**config.mk**
```make
export PLATFORM = sky130hd
export DESIGN_NAME = tac_ctrl
export DESIGN_NICKNAME = d
export VERILOG_FILES = /design/src/tac_pkg.sv /design/src/tac_ctrl.sv /design/src/tac_rst_sync.sv /design/src/tac_func_decode.sv
export SDC_FILE = /design/constraint.sdc
export NUM_CORES = 1
export LEC_CHECK = 0
export BUFFER_PORTS_ARGS = -buffer_cell sky130_fd_sc_hd__buf_2
export CAP_MARGIN = 20
export CORE_ASPECT_RATIO = 1.75
export CORE_MARGIN = 1.5
export CORE_UTILIZATION = 49
export CTS_BUF_LIST = sky130_fd_sc_hd__clkbuf_4
export CTS_CLUSTER_SIZE = 12
export DETAILED_ROUTE_END_ITERATION = 10
export PLACE_DENSITY = 0.83
export REMOVE_ABC_BUFFERS = 1
export SLEW_MARGIN = 20
export SYNTH_ARGS = -nofsm -noshare
export SYNTH_HDL_FRONTEND = slang
export SYNTH_SLANG_ARGS = --single-unit
```
**constraint.sdc**
```tcl
create_clock -name core_clk -period 2.3 [get_ports core_clk]
set_clock_uncertainty 0.15 [all_clocks]
set_input_delay 0.23 -clock core_clk [delete_from_list [all_inputs] [get_ports core_clk]]
set_output_delay 0.23 -clock core_clk [all_outputs]
set_load 0.05 [all_outputs]
```
**src/tac_pkg.sv**
```systemverilog
package tac_pkg;

    // register map: printed offsets are word indices, byte address is four times the index
    localparam int unsigned TAC_IDX_W            = 10;
    localparam logic [9:0]  TAC_IDX_CTRL         = 10'h000;
    localparam logic [9:0]  TAC_IDX_RSVD_0C      = 10'h00c;
    localparam logic [9:0]  TAC_IDX_RSVD_0D      = 10'h00d;
    localparam logic [9:0]  TAC_IDX_RSVD_0E      = 10'h00e;
    localparam logic [9:0]  TAC_IDX_RSVD_12      = 10'h012;
    localparam logic [9:0]  TAC_IDX_RSVD_13      = 10'h013;
    localparam logic [9:0]  TAC_IDX_RSVD_14      = 10'h014;
    localparam logic [9:0]  TAC_IDX_RSVD_15      = 10'h015;
    localparam logic [9:0]  TAC_IDX_RSVD_1B      = 10'h01b;
    localparam logic [9:0]  TAC_IDX_RSVD_1C      = 10'h01c;
    localparam logic [9:0]  TAC_IDX_RSVD_1D      = 10'h01d;
    localparam logic [15:0] TAC_RSVD_VALUE       = 16'hffff;

    // control register fields
    localparam int unsigned TAC_BIT_PEN_MODE     = 15;
    localparam int unsigned TAC_BIT_CONV_STATE   = 14;
    localparam int unsigned TAC_FUNC_HI          = 13;
    localparam int unsigned TAC_FUNC_LO          = 10;
    localparam int unsigned TAC_RES_HI           = 9;
    localparam int unsigned TAC_RES_LO           = 8;
    localparam int unsigned TAC_CFG_HI           = 7;
    localparam int unsigned TAC_CFG_LO           = 1;

    // reset values
    localparam logic        TAC_RST_PEN_MODE     = 1'b0;
    localparam logic [3:0]  TAC_RST_FUNC         = 4'h0;
    localparam logic [1:0]  TAC_RST_RES          = 2'h0;
    localparam logic [6:0]  TAC_RST_CFG          = 7'h00;

    // function select codes
    localparam logic [3:0]  TAC_FN_INVALID       = 4'h0;
    localparam logic [3:0]  TAC_FN_XY            = 4'h1;
    localparam logic [3:0]  TAC_FN_XYZ           = 4'h2;
    localparam logic [3:0]  TAC_FN_X             = 4'h3;
    localparam logic [3:0]  TAC_FN_Y             = 4'h4;
    localparam logic [3:0]  TAC_FN_Z             = 4'h5;
    localparam logic [3:0]  TAC_FN_BAT1          = 4'h6;
    localparam logic [3:0]  TAC_FN_BAT2          = 4'h7;
    localparam logic [3:0]  TAC_FN_AUX1          = 4'h8;
    localparam logic [3:0]  TAC_FN_AUX2          = 4'h9;
    localparam logic [3:0]  TAC_FN_TEMP1         = 4'ha;
    localparam logic [3:0]  TAC_FN_PORT          = 4'hb;
    localparam logic [3:0]  TAC_FN_TEMP2         = 4'hc;
    localparam logic [3:0]  TAC_FN_DRV_X         = 4'hd;
    localparam logic [3:0]  TAC_FN_DRV_Y         = 4'he;
    localparam logic [3:0]  TAC_FN_DRV_YX        = 4'hf;

    // result register indices on the data page
    localparam logic [4:0]  TAC_RES_X            = 5'h00;
    localparam logic [4:0]  TAC_RES_Y            = 5'h01;
    localparam logic [4:0]  TAC_RES_Z1           = 5'h02;
    localparam logic [4:0]  TAC_RES_Z2           = 5'h03;
    localparam logic [4:0]  TAC_RES_BAT1         = 5'h05;
    localparam logic [4:0]  TAC_RES_BAT2         = 5'h06;
    localparam logic [4:0]  TAC_RES_AUX1         = 5'h07;
    localparam logic [4:0]  TAC_RES_AUX2         = 5'h08;
    localparam logic [4:0]  TAC_RES_TEMP1        = 5'h09;
    localparam logic [4:0]  TAC_RES_TEMP2        = 5'h0a;

    // sequencer states
    typedef enum logic [1:0] {
        TAC_IDLE,
        TAC_ISSUE,
        TAC_WAIT
    } tac_state_t;

    // true when the function code runs conversions
    function automatic logic tac_is_conv(input logic [3:0] fn);
        tac_is_conv = (fn != TAC_FN_INVALID) && (fn < TAC_FN_DRV_X);
    endfunction

    // true when the function code is a touch screen scan
    function automatic logic tac_is_touch(input logic [3:0] fn);
        tac_is_touch = (fn >= TAC_FN_XY) && (fn <= TAC_FN_Z);
    endfunction

    // resolution code to number of result bits
    function automatic logic [3:0] tac_res_bits(input logic [1:0] rs);
        case (rs)
            2'h1:    tac_res_bits = 4'h8;
            2'h2:    tac_res_bits = 4'ha;
            default: tac_res_bits = 4'hc;
        endcase
    endfunction

endpackage

```
**src/tac_ctrl.sv**
```systemverilog
`timescale 1ns/10ps
// Summary of operation
// pen mode bit reads current touch state
// mode write: 0 host, 1 touch; reset host
// state bit reads 0 busy, 1 done
// writing 0 runs scans until lift/stop
// writing 1 halts conversion, powers down converter
// state bit reads 1 after reset
// function field selects input, reads back
// one converter, result to matching register
// resolution field sets 12/8/10/12 bits, reads back
// resolution defaults to 12-bit code 00
// function 0 invalid, no update, reset value
// touch mode starts conversions on touch
module tac_ctrl
    import tac_pkg::*;
(
    // clock and reset
    input  wire logic        core_clk,
    input  wire logic        rstn,
    // apb slave
    input  wire logic        psel,
    input  wire logic        penable,
    input  wire logic        pwrite,
    input  wire logic [11:0] paddr,
    input  wire logic [31:0] pwdata,
    output logic [31:0]      prdata,
    output logic             pready,
    output logic             pslverr,
    // touch panel
    input  wire logic        pen_down_flag,
    output logic [2:0]       drv_sel,
    // converter
    output logic             conv_power_on,
    output logic             conv_start,
    output logic             conv_abort,
    output logic [4:0]       conv_chan,
    output logic [3:0]       conv_bits,
    output logic [6:0]       conv_cfg,
    input  wire logic        conv_done,
    input  wire logic [11:0] conv_data,
    // result page write port
    output logic             result_wr,
    output logic [4:0]       result_idx,
    output logic [11:0]      result_data
);

    logic             rst_n;
    logic [9:0]       idx;
    logic             hit_ctrl;
    logic             hit_rsvd;
    logic             setup;
    logic             access;
    logic             ctl_wr;
    logic             wr_stop;
    logic [3:0]       wr_func;
    logic             wr_mode;
    logic [15:0]      ctrl_rd;
    logic [4:0]       dec_target;
    logic             dec_last;
    logic             dec_cont;
    logic [2:0]       dec_drv;
    logic             touch_go;

    logic             pen_touch_mode_q, pen_touch_mode_d;
    logic [3:0]       function_select_q, function_select_d;
    logic [1:0]       resolution_select_q, resolution_select_d;
    logic [6:0]       cfg_q, cfg_d;
    logic             run_q, run_d;
    logic             pend_q, pend_d;
    tac_state_t       state_q, state_d;
    logic [1:0]       step_q, step_d;
    logic [4:0]       chan_q, chan_d;
    logic [2:0]       drv_q, drv_d;
    logic             res_wr_q, res_wr_d;
    logic [4:0]       res_idx_q, res_idx_d;
    logic [11:0]      res_data_q, res_data_d;
    logic [31:0]      prdata_q, prdata_d;

    // reset release
    tac_rst_sync u_rst (
        .core_clk   (core_clk),
        .rstn       (rstn),
        .rst_sync_n (rst_n)
    );

    // step decode of the selected function
    tac_func_decode u_dec (
        .func   (function_select_q),
        .step   (step_q),
        .target (dec_target),
        .last   (dec_last),
        .cont   (dec_cont),
        .drv    (dec_drv)
    );

    // address decode and bus phases
    assign idx      = paddr[11:2];
    assign hit_ctrl = (idx == TAC_IDX_CTRL);
    assign hit_rsvd = (idx == TAC_IDX_RSVD_0C) || (idx == TAC_IDX_RSVD_0D) || (idx == TAC_IDX_RSVD_0E) ||
                      (idx == TAC_IDX_RSVD_12) || (idx == TAC_IDX_RSVD_13) || (idx == TAC_IDX_RSVD_14) ||
                      (idx == TAC_IDX_RSVD_15) || (idx == TAC_IDX_RSVD_1B) || (idx == TAC_IDX_RSVD_1C) ||
                      (idx == TAC_IDX_RSVD_1D);
    assign setup    = psel && !penable;
    assign access   = psel && penable;
    assign ctl_wr   = access && pwrite && hit_ctrl;
    assign wr_stop  = pwdata[TAC_BIT_CONV_STATE];
    assign wr_func  = pwdata[TAC_FUNC_HI:TAC_FUNC_LO];
    assign wr_mode  = pwdata[TAC_BIT_PEN_MODE];

    // zero wait states, error on unmapped words
    assign pready  = 1'b1;
    assign pslverr = access && !(hit_ctrl || hit_rsvd);
    assign prdata  = prdata_q;

    // control register readback
    always_comb begin
        ctrl_rd                               = 16'h0000;
        ctrl_rd[TAC_BIT_PEN_MODE]             = pen_down_flag;
        ctrl_rd[TAC_BIT_CONV_STATE]           = (state_q == TAC_IDLE);
        ctrl_rd[TAC_FUNC_HI:TAC_FUNC_LO]      = function_select_q;
        ctrl_rd[TAC_RES_HI:TAC_RES_LO]        = resolution_select_q;
        ctrl_rd[TAC_CFG_HI:TAC_CFG_LO]        = cfg_q;
    end

    // read data captured in the setup cycle
    always_comb begin
        prdata_d = prdata_q;
        if (setup && !pwrite) begin
            if (hit_ctrl) begin
                prdata_d = {16'h0000, ctrl_rd};
            end else if (hit_rsvd) begin
                prdata_d = {16'h0000, TAC_RSVD_VALUE};
            end else begin
                prdata_d = 32'h0000_0000;
            end
        end
    end

    // control fields written by software
    always_comb begin
        pen_touch_mode_d    = pen_touch_mode_q;
        function_select_d   = function_select_q;
        resolution_select_d = resolution_select_q;
        cfg_d               = cfg_q;
        run_d               = run_q;
        pend_d              = pend_q;
        if (ctl_wr) begin
            pen_touch_mode_d    = wr_mode;
            function_select_d   = wr_func;
            resolution_select_d = pwdata[TAC_RES_HI:TAC_RES_LO];
            cfg_d               = pwdata[TAC_CFG_HI:TAC_CFG_LO];
            run_d               = !wr_stop;
            pend_d              = !wr_stop && !wr_mode && tac_is_conv(wr_func);
        end else if (state_q == TAC_IDLE && pend_q) begin
            pend_d = 1'b0;
        end
    end

    // touch mode launches a scan on its own while the pen is down
    assign touch_go = pen_touch_mode_q && run_q && pen_down_flag && tac_is_touch(function_select_q);

    // conversion sequencer
    always_comb begin
        state_d    = state_q;
        step_d     = step_q;
        chan_d     = chan_q;
        res_wr_d   = 1'b0;
        res_idx_d  = res_idx_q;
        res_data_d = res_data_q;
        case (state_q)
            TAC_IDLE: begin
                if (pend_q || touch_go) begin
                    state_d = TAC_ISSUE;
                    step_d  = 2'h0;
                end
            end
            TAC_ISSUE: begin
                chan_d  = dec_target;
                state_d = TAC_WAIT;
            end
            TAC_WAIT: begin
                if (conv_done) begin
                    res_wr_d   = 1'b1;
                    res_idx_d  = chan_q;
                    res_data_d = conv_data;
                    if (!dec_last) begin
                        step_d  = step_q + 2'h1;
                        state_d = TAC_ISSUE;
                    end else if (dec_cont && run_q && pen_down_flag) begin
                        step_d  = 2'h0;
                        state_d = TAC_ISSUE;
                    end else begin
                        state_d = TAC_IDLE;
                    end
                end
            end
            default: state_d = TAC_IDLE;
        endcase
        // any control write ends the running sequence at once
        if (ctl_wr) begin
            state_d = TAC_IDLE;
            step_d  = 2'h0;
        end
    end

    // panel drivers follow driver-only functions until stopped
    always_comb begin
        drv_d = run_q ? dec_drv : 3'h0;
    end

    // converter side outputs
    assign conv_start    = (state_q == TAC_ISSUE);
    assign conv_abort    = ctl_wr && (state_q != TAC_IDLE);
    assign conv_power_on = (state_q != TAC_IDLE);
    assign conv_chan     = chan_q;
    assign conv_bits     = tac_res_bits(resolution_select_q);
    assign conv_cfg      = cfg_q;
    assign drv_sel       = drv_q;
    assign result_wr     = res_wr_q;
    assign result_idx    = res_idx_q;
    assign result_data   = res_data_q;

    // register all state
    always_ff @(posedge core_clk or negedge rst_n) begin
        if (!rst_n) begin
            pen_touch_mode_q    <= TAC_RST_PEN_MODE;
            function_select_q   <= TAC_RST_FUNC;
            resolution_select_q <= TAC_RST_RES;
            cfg_q               <= TAC_RST_CFG;
            run_q               <= 1'b1;
            pend_q              <= 1'b0;
            state_q             <= TAC_IDLE;
            step_q              <= 2'h0;
            chan_q              <= 5'h00;
            drv_q               <= 3'h0;
            res_wr_q            <= 1'b0;
            res_idx_q           <= 5'h00;
            res_data_q          <= 12'h000;
            prdata_q            <= 32'h0000_0000;
        end else begin
            pen_touch_mode_q    <= pen_touch_mode_d;
            function_select_q   <= function_select_d;
            resolution_select_q <= resolution_select_d;
            cfg_q               <= cfg_d;
            run_q               <= run_d;
            pend_q              <= pend_d;
            state_q             <= state_d;
            step_q              <= step_d;
            chan_q              <= chan_d;
            drv_q               <= drv_d;
            res_wr_q            <= res_wr_d;
            res_idx_q           <= res_idx_d;
            res_data_q          <= res_data_d;
            prdata_q            <= prdata_d;
        end
    end

endmodule

```
**src/tac_rst_sync.sv**
```systemverilog
`timescale 1ns/10ps
module tac_rst_sync
    import tac_pkg::*;
(
    // clock and raw reset
    input  wire logic core_clk,
    input  wire logic rstn,
    // released reset
    output logic      rst_sync_n
);

    logic [1:0] sync_q;

    // asynchronous assert, two-stage release
    always_ff @(posedge core_clk or negedge rstn) begin
        if (!rstn) begin
            sync_q <= 2'h0;
        end else begin
            sync_q <= {sync_q[0], 1'b1};
        end
    end

    assign rst_sync_n = sync_q[1];

endmodule

```
**src/tac_func_decode.sv**
```systemverilog
`timescale 1ns/10ps
module tac_func_decode
    import tac_pkg::*;
(
    // selected function and step in its sequence
    input  wire logic [3:0] func,
    input  wire logic [1:0] step,
    // decoded step
    output logic [4:0]      target,
    output logic            last,
    output logic            cont,
    output logic [2:0]      drv
);

    logic [1:0] count;

    // maps each conversion function to its result registers in conversion order, and the driver-only functions to drv
    always_comb begin
        target = TAC_RES_X;
        count  = 2'h0;
        cont   = 1'b0;
        drv    = 3'h0;
        case (func)
            TAC_FN_XY: begin
                target = step[0] ? TAC_RES_Y : TAC_RES_X;
                count  = 2'h1;
                cont   = 1'b1;
            end
            TAC_FN_XYZ: begin
                target = {3'h0, step};
                count  = 2'h3;
                cont   = 1'b1;
            end
            TAC_FN_X:     target = TAC_RES_X;
            TAC_FN_Y:     target = TAC_RES_Y;
            TAC_FN_Z: begin
                target = step[0] ? TAC_RES_Z2 : TAC_RES_Z1;
                count  = 2'h1;
            end
            TAC_FN_BAT1:  target = TAC_RES_BAT1;
            TAC_FN_BAT2:  target = TAC_RES_BAT2;
            TAC_FN_AUX1:  target = TAC_RES_AUX1;
            TAC_FN_AUX2:  target = TAC_RES_AUX2;
            TAC_FN_TEMP1: target = TAC_RES_TEMP1;
            TAC_FN_PORT: begin
                target = TAC_RES_BAT1 + {3'h0, step};
                count  = 2'h3;
            end
            TAC_FN_TEMP2: target = TAC_RES_TEMP2;
            TAC_FN_DRV_X:  drv = 3'h1;
            TAC_FN_DRV_Y:  drv = 3'h2;
            TAC_FN_DRV_YX: drv = 3'h4;
            default: begin
                target = TAC_RES_X;
                count  = 2'h0;
            end
        endcase
        last = (step >= count);
    end

endmodule

```
==> summary.txt <==
status: finished clean
Pleak: 2.02 nW
Tot GR Track Use: 21.6%
Residual DRC: 0
Worst-path clk slew: 90 ps
TritonCTS sink count: 62
Crit-path slowest cell: or4_4
Seq/Total Area, Yosys: 51.1%
FFs w/ async S/R, synth: 100%
number of vias per cell: 5.08
pre-CTS WS: -51.2 ps
final hold vios: 0
Core Box Area: 0.00593 mm2
GR Overflow Total: 0
FP Rows: 37
kind of critical path: input pin to primary output
maximum VDD drop: 0.000408 V
ys flop type: dfrtp_1
CTS Root Cell: clkbuf_4
initial antenna violation count: 0
Avg WL per Cell: 13.7 um
CP arrival: 1850 ps
Post-Route WL: 6810 um
Mean Syn Cell Area: 10.9 um2
area delta synth->final: 33.1%
final cycle utilization of the critical path: 97.0%
CP Capture Type: primary output
Slew Viols, Final: 0
Post-synth EDFFs: 0
non-filler cells, final: 498
Antenna Nets Post-Route: 0
number of global-route vias before repair: 2476
Yosys reg bits: 62
most instantiated cells after synthesis: dfrtp_1 (61), nor2_1 (29), buf_4 (28), mux2_2 (24), nand2_1 (21)
synthesized cell area: 0.00304 mm2
Synth Instances: 278
PortBufs: 96
CP Launch Type: input pin
Synth top area share: 50.2%
PnR worst setup slack: 68.8 ps
top post-synthesis cells by area: dfrtp_1 (50%), mux2_2 (8.9%), buf_4 (6.9%)
IO Pins: 137
CTS buffer count: 9
RePlAce Congestion: 0.832
CTS H-tree lvls: 3
Distinct cells, synth: 45
die area: 0.00670 mm2
DP Wirelength: 4860 um
largest net degree at the start of global routing: 32
fmax: 448 MHz
first-pass GRT wire length: 11100 um
Die Y: 107 um
fin crit period: 2230 ps
final setup TNS: 0 ps
PD cells: 848 mW/mm2
Initial DRC Count: 71
final setup fails: 0
final core occ: 68.2%
crit path from: paddr[9]
layout cells sized above 1: 40.2%
clock latency on the worst-skew pair: 390 ps
crit-path max FO: 4
router iterations before antenna repair: 4
max_cap viols: 0
CP Cell Sequence: buf_2 -> or4_4 -> or4_4 -> and4_1 -> buf_2
routed via count: 2529
Worst Hold Class: register to async pin
Inst Count DP: 450
total chip power: 3.43 mW
n_diodes: 0
r2r startpoint: function_select_q[0]
DIE WIDTH: 62.5 um
CTS tree: yes
clk buf depth: 2
nets: 483
Critical Path RT: 1920 ps
most frequent cell after synthesis: dfrtp_1
cell taking the most area after synthesis: dfrtp_1
yosys synthesis warning count: 0
initial core utilization: 51.3%
Largest stage delay, worst path: 560 ps
-- per-layer routing --
metal	global-route usage (%)	share of wire (%)	up-vias
met1	22.0	37	1205
met5	0	0	-
met4	14.6	2.6	0
li1	-	-	1200
met3	5.04	5.1	17
met2	38.8	55	107
-- final cells by class --
class | instances | area, um2
timing repair buffer | 147 | 968
multi-input combinational | 186 | 1260
clock inverter | 6 | 53.8
fill | 471 | 1880
sequential | 62 | 1550
clock buffer | 9 | 67.6
tap | 78 | 97.6
inverter | 10 | 37.5
-- logic make-up (layout without fill, tap and decap cells) --
| group | Yosys count | in the layout | share of synthesized area [%] |
|---|---|---|---|
| AND/OR/NAND/NOR | 80 | 80 | 13.4 |
| AO/OA/AOI/OAI | 44 | 44 | 9.18 |
| flip-flops | 62 | 62 | 51.1 |
| other | 2 | 22 | 0.247 |
| adder cells (fa/ha/maj) | 4 | 4 | 1.65 |
| buffers and inverters | 50 | 172 | 10.5 |
| XOR/XNOR | 1 | 1 | 0.288 |
| multiplexers | 35 | 35 | 13.7 |
-- flip-flops by register name, summed over array words and instances (netlist names) --
name and count:
prdata 16, result_data 12, conv_cfg 7, conv_chan 4, function_select_q 4, result_idx 4
drv_sel 3, resolution_select_q 2, state_q 2, step_q 2, u_rst.sync_q 2, pen_touch_mode_q 1
pend_q 1, result_wr 1, run_q 1
-- worst paths after layout --
kind                               endpoint  slack (ps)  cells after the start
hold reg to reg            pen_touch_mode_q          30                      0
min in group core_clk             prdata[3]         200                      5
hold / removal             pen_touch_mode_q          30                      0
setup reg to reg                  step_q[1]         150                      8
max in group asynchronous   u_rst.sync_q[1]        1310                      3
setup / recovery                    pslverr          70                      5
-- cell usage in the layout, fill, tap and decap left out, drive strengths merged, types with 2 or more instances in the layout --
cell type,count
clkinv,4
ha,4
mux2,31
nand3,3
nor2,30
o2111ai,2
a21oi,4
conb,22
nand3b,2
buf,116
nor2b,2
o21ai,12
nand2b,6
dlygate4sd3,31
clkbuf,9
inv,10
o211ai,2
mux2i,4
a31oi,17
and3,2
nor3,2
or4,4
nand2,21
dfrtp,61
-- power by group --
part           internal, mW  switching [mW]  leakage, nW
logic                 0.366            1.01         1.16
clock network         0.313           0.360       0.0643
registers              1.27           0.101        0.796
-- what timing repair did --
item / 4_1_cts / 5_1_grt
setup endpoints to repair: 3 / 4
gates resized for setup: 1 / 6
pin swaps: 0 / 2
setup buffers: 0 / 2
hold buffers: 31 / 0
hold endpoints to repair: 32 / 0
-- stage by stage --
stage / area, um2 / hold WS (ps)
after floorplan: 2830 / -216
after global placement: 3580 / -136
after detailed placement: 3580 / -132
after CTS: 4020 / 33.9
after global routing: 4040 / 61.2
final: 4040 / 25.4
-- critical path, delay by kind of cell --
| kind | cells | cell delay (ps) |
|---|---|---|
| simple gates | 3 | 1320 |
| buf+inv | 2 | 300 |
Power figures use the tool's default switching activity.
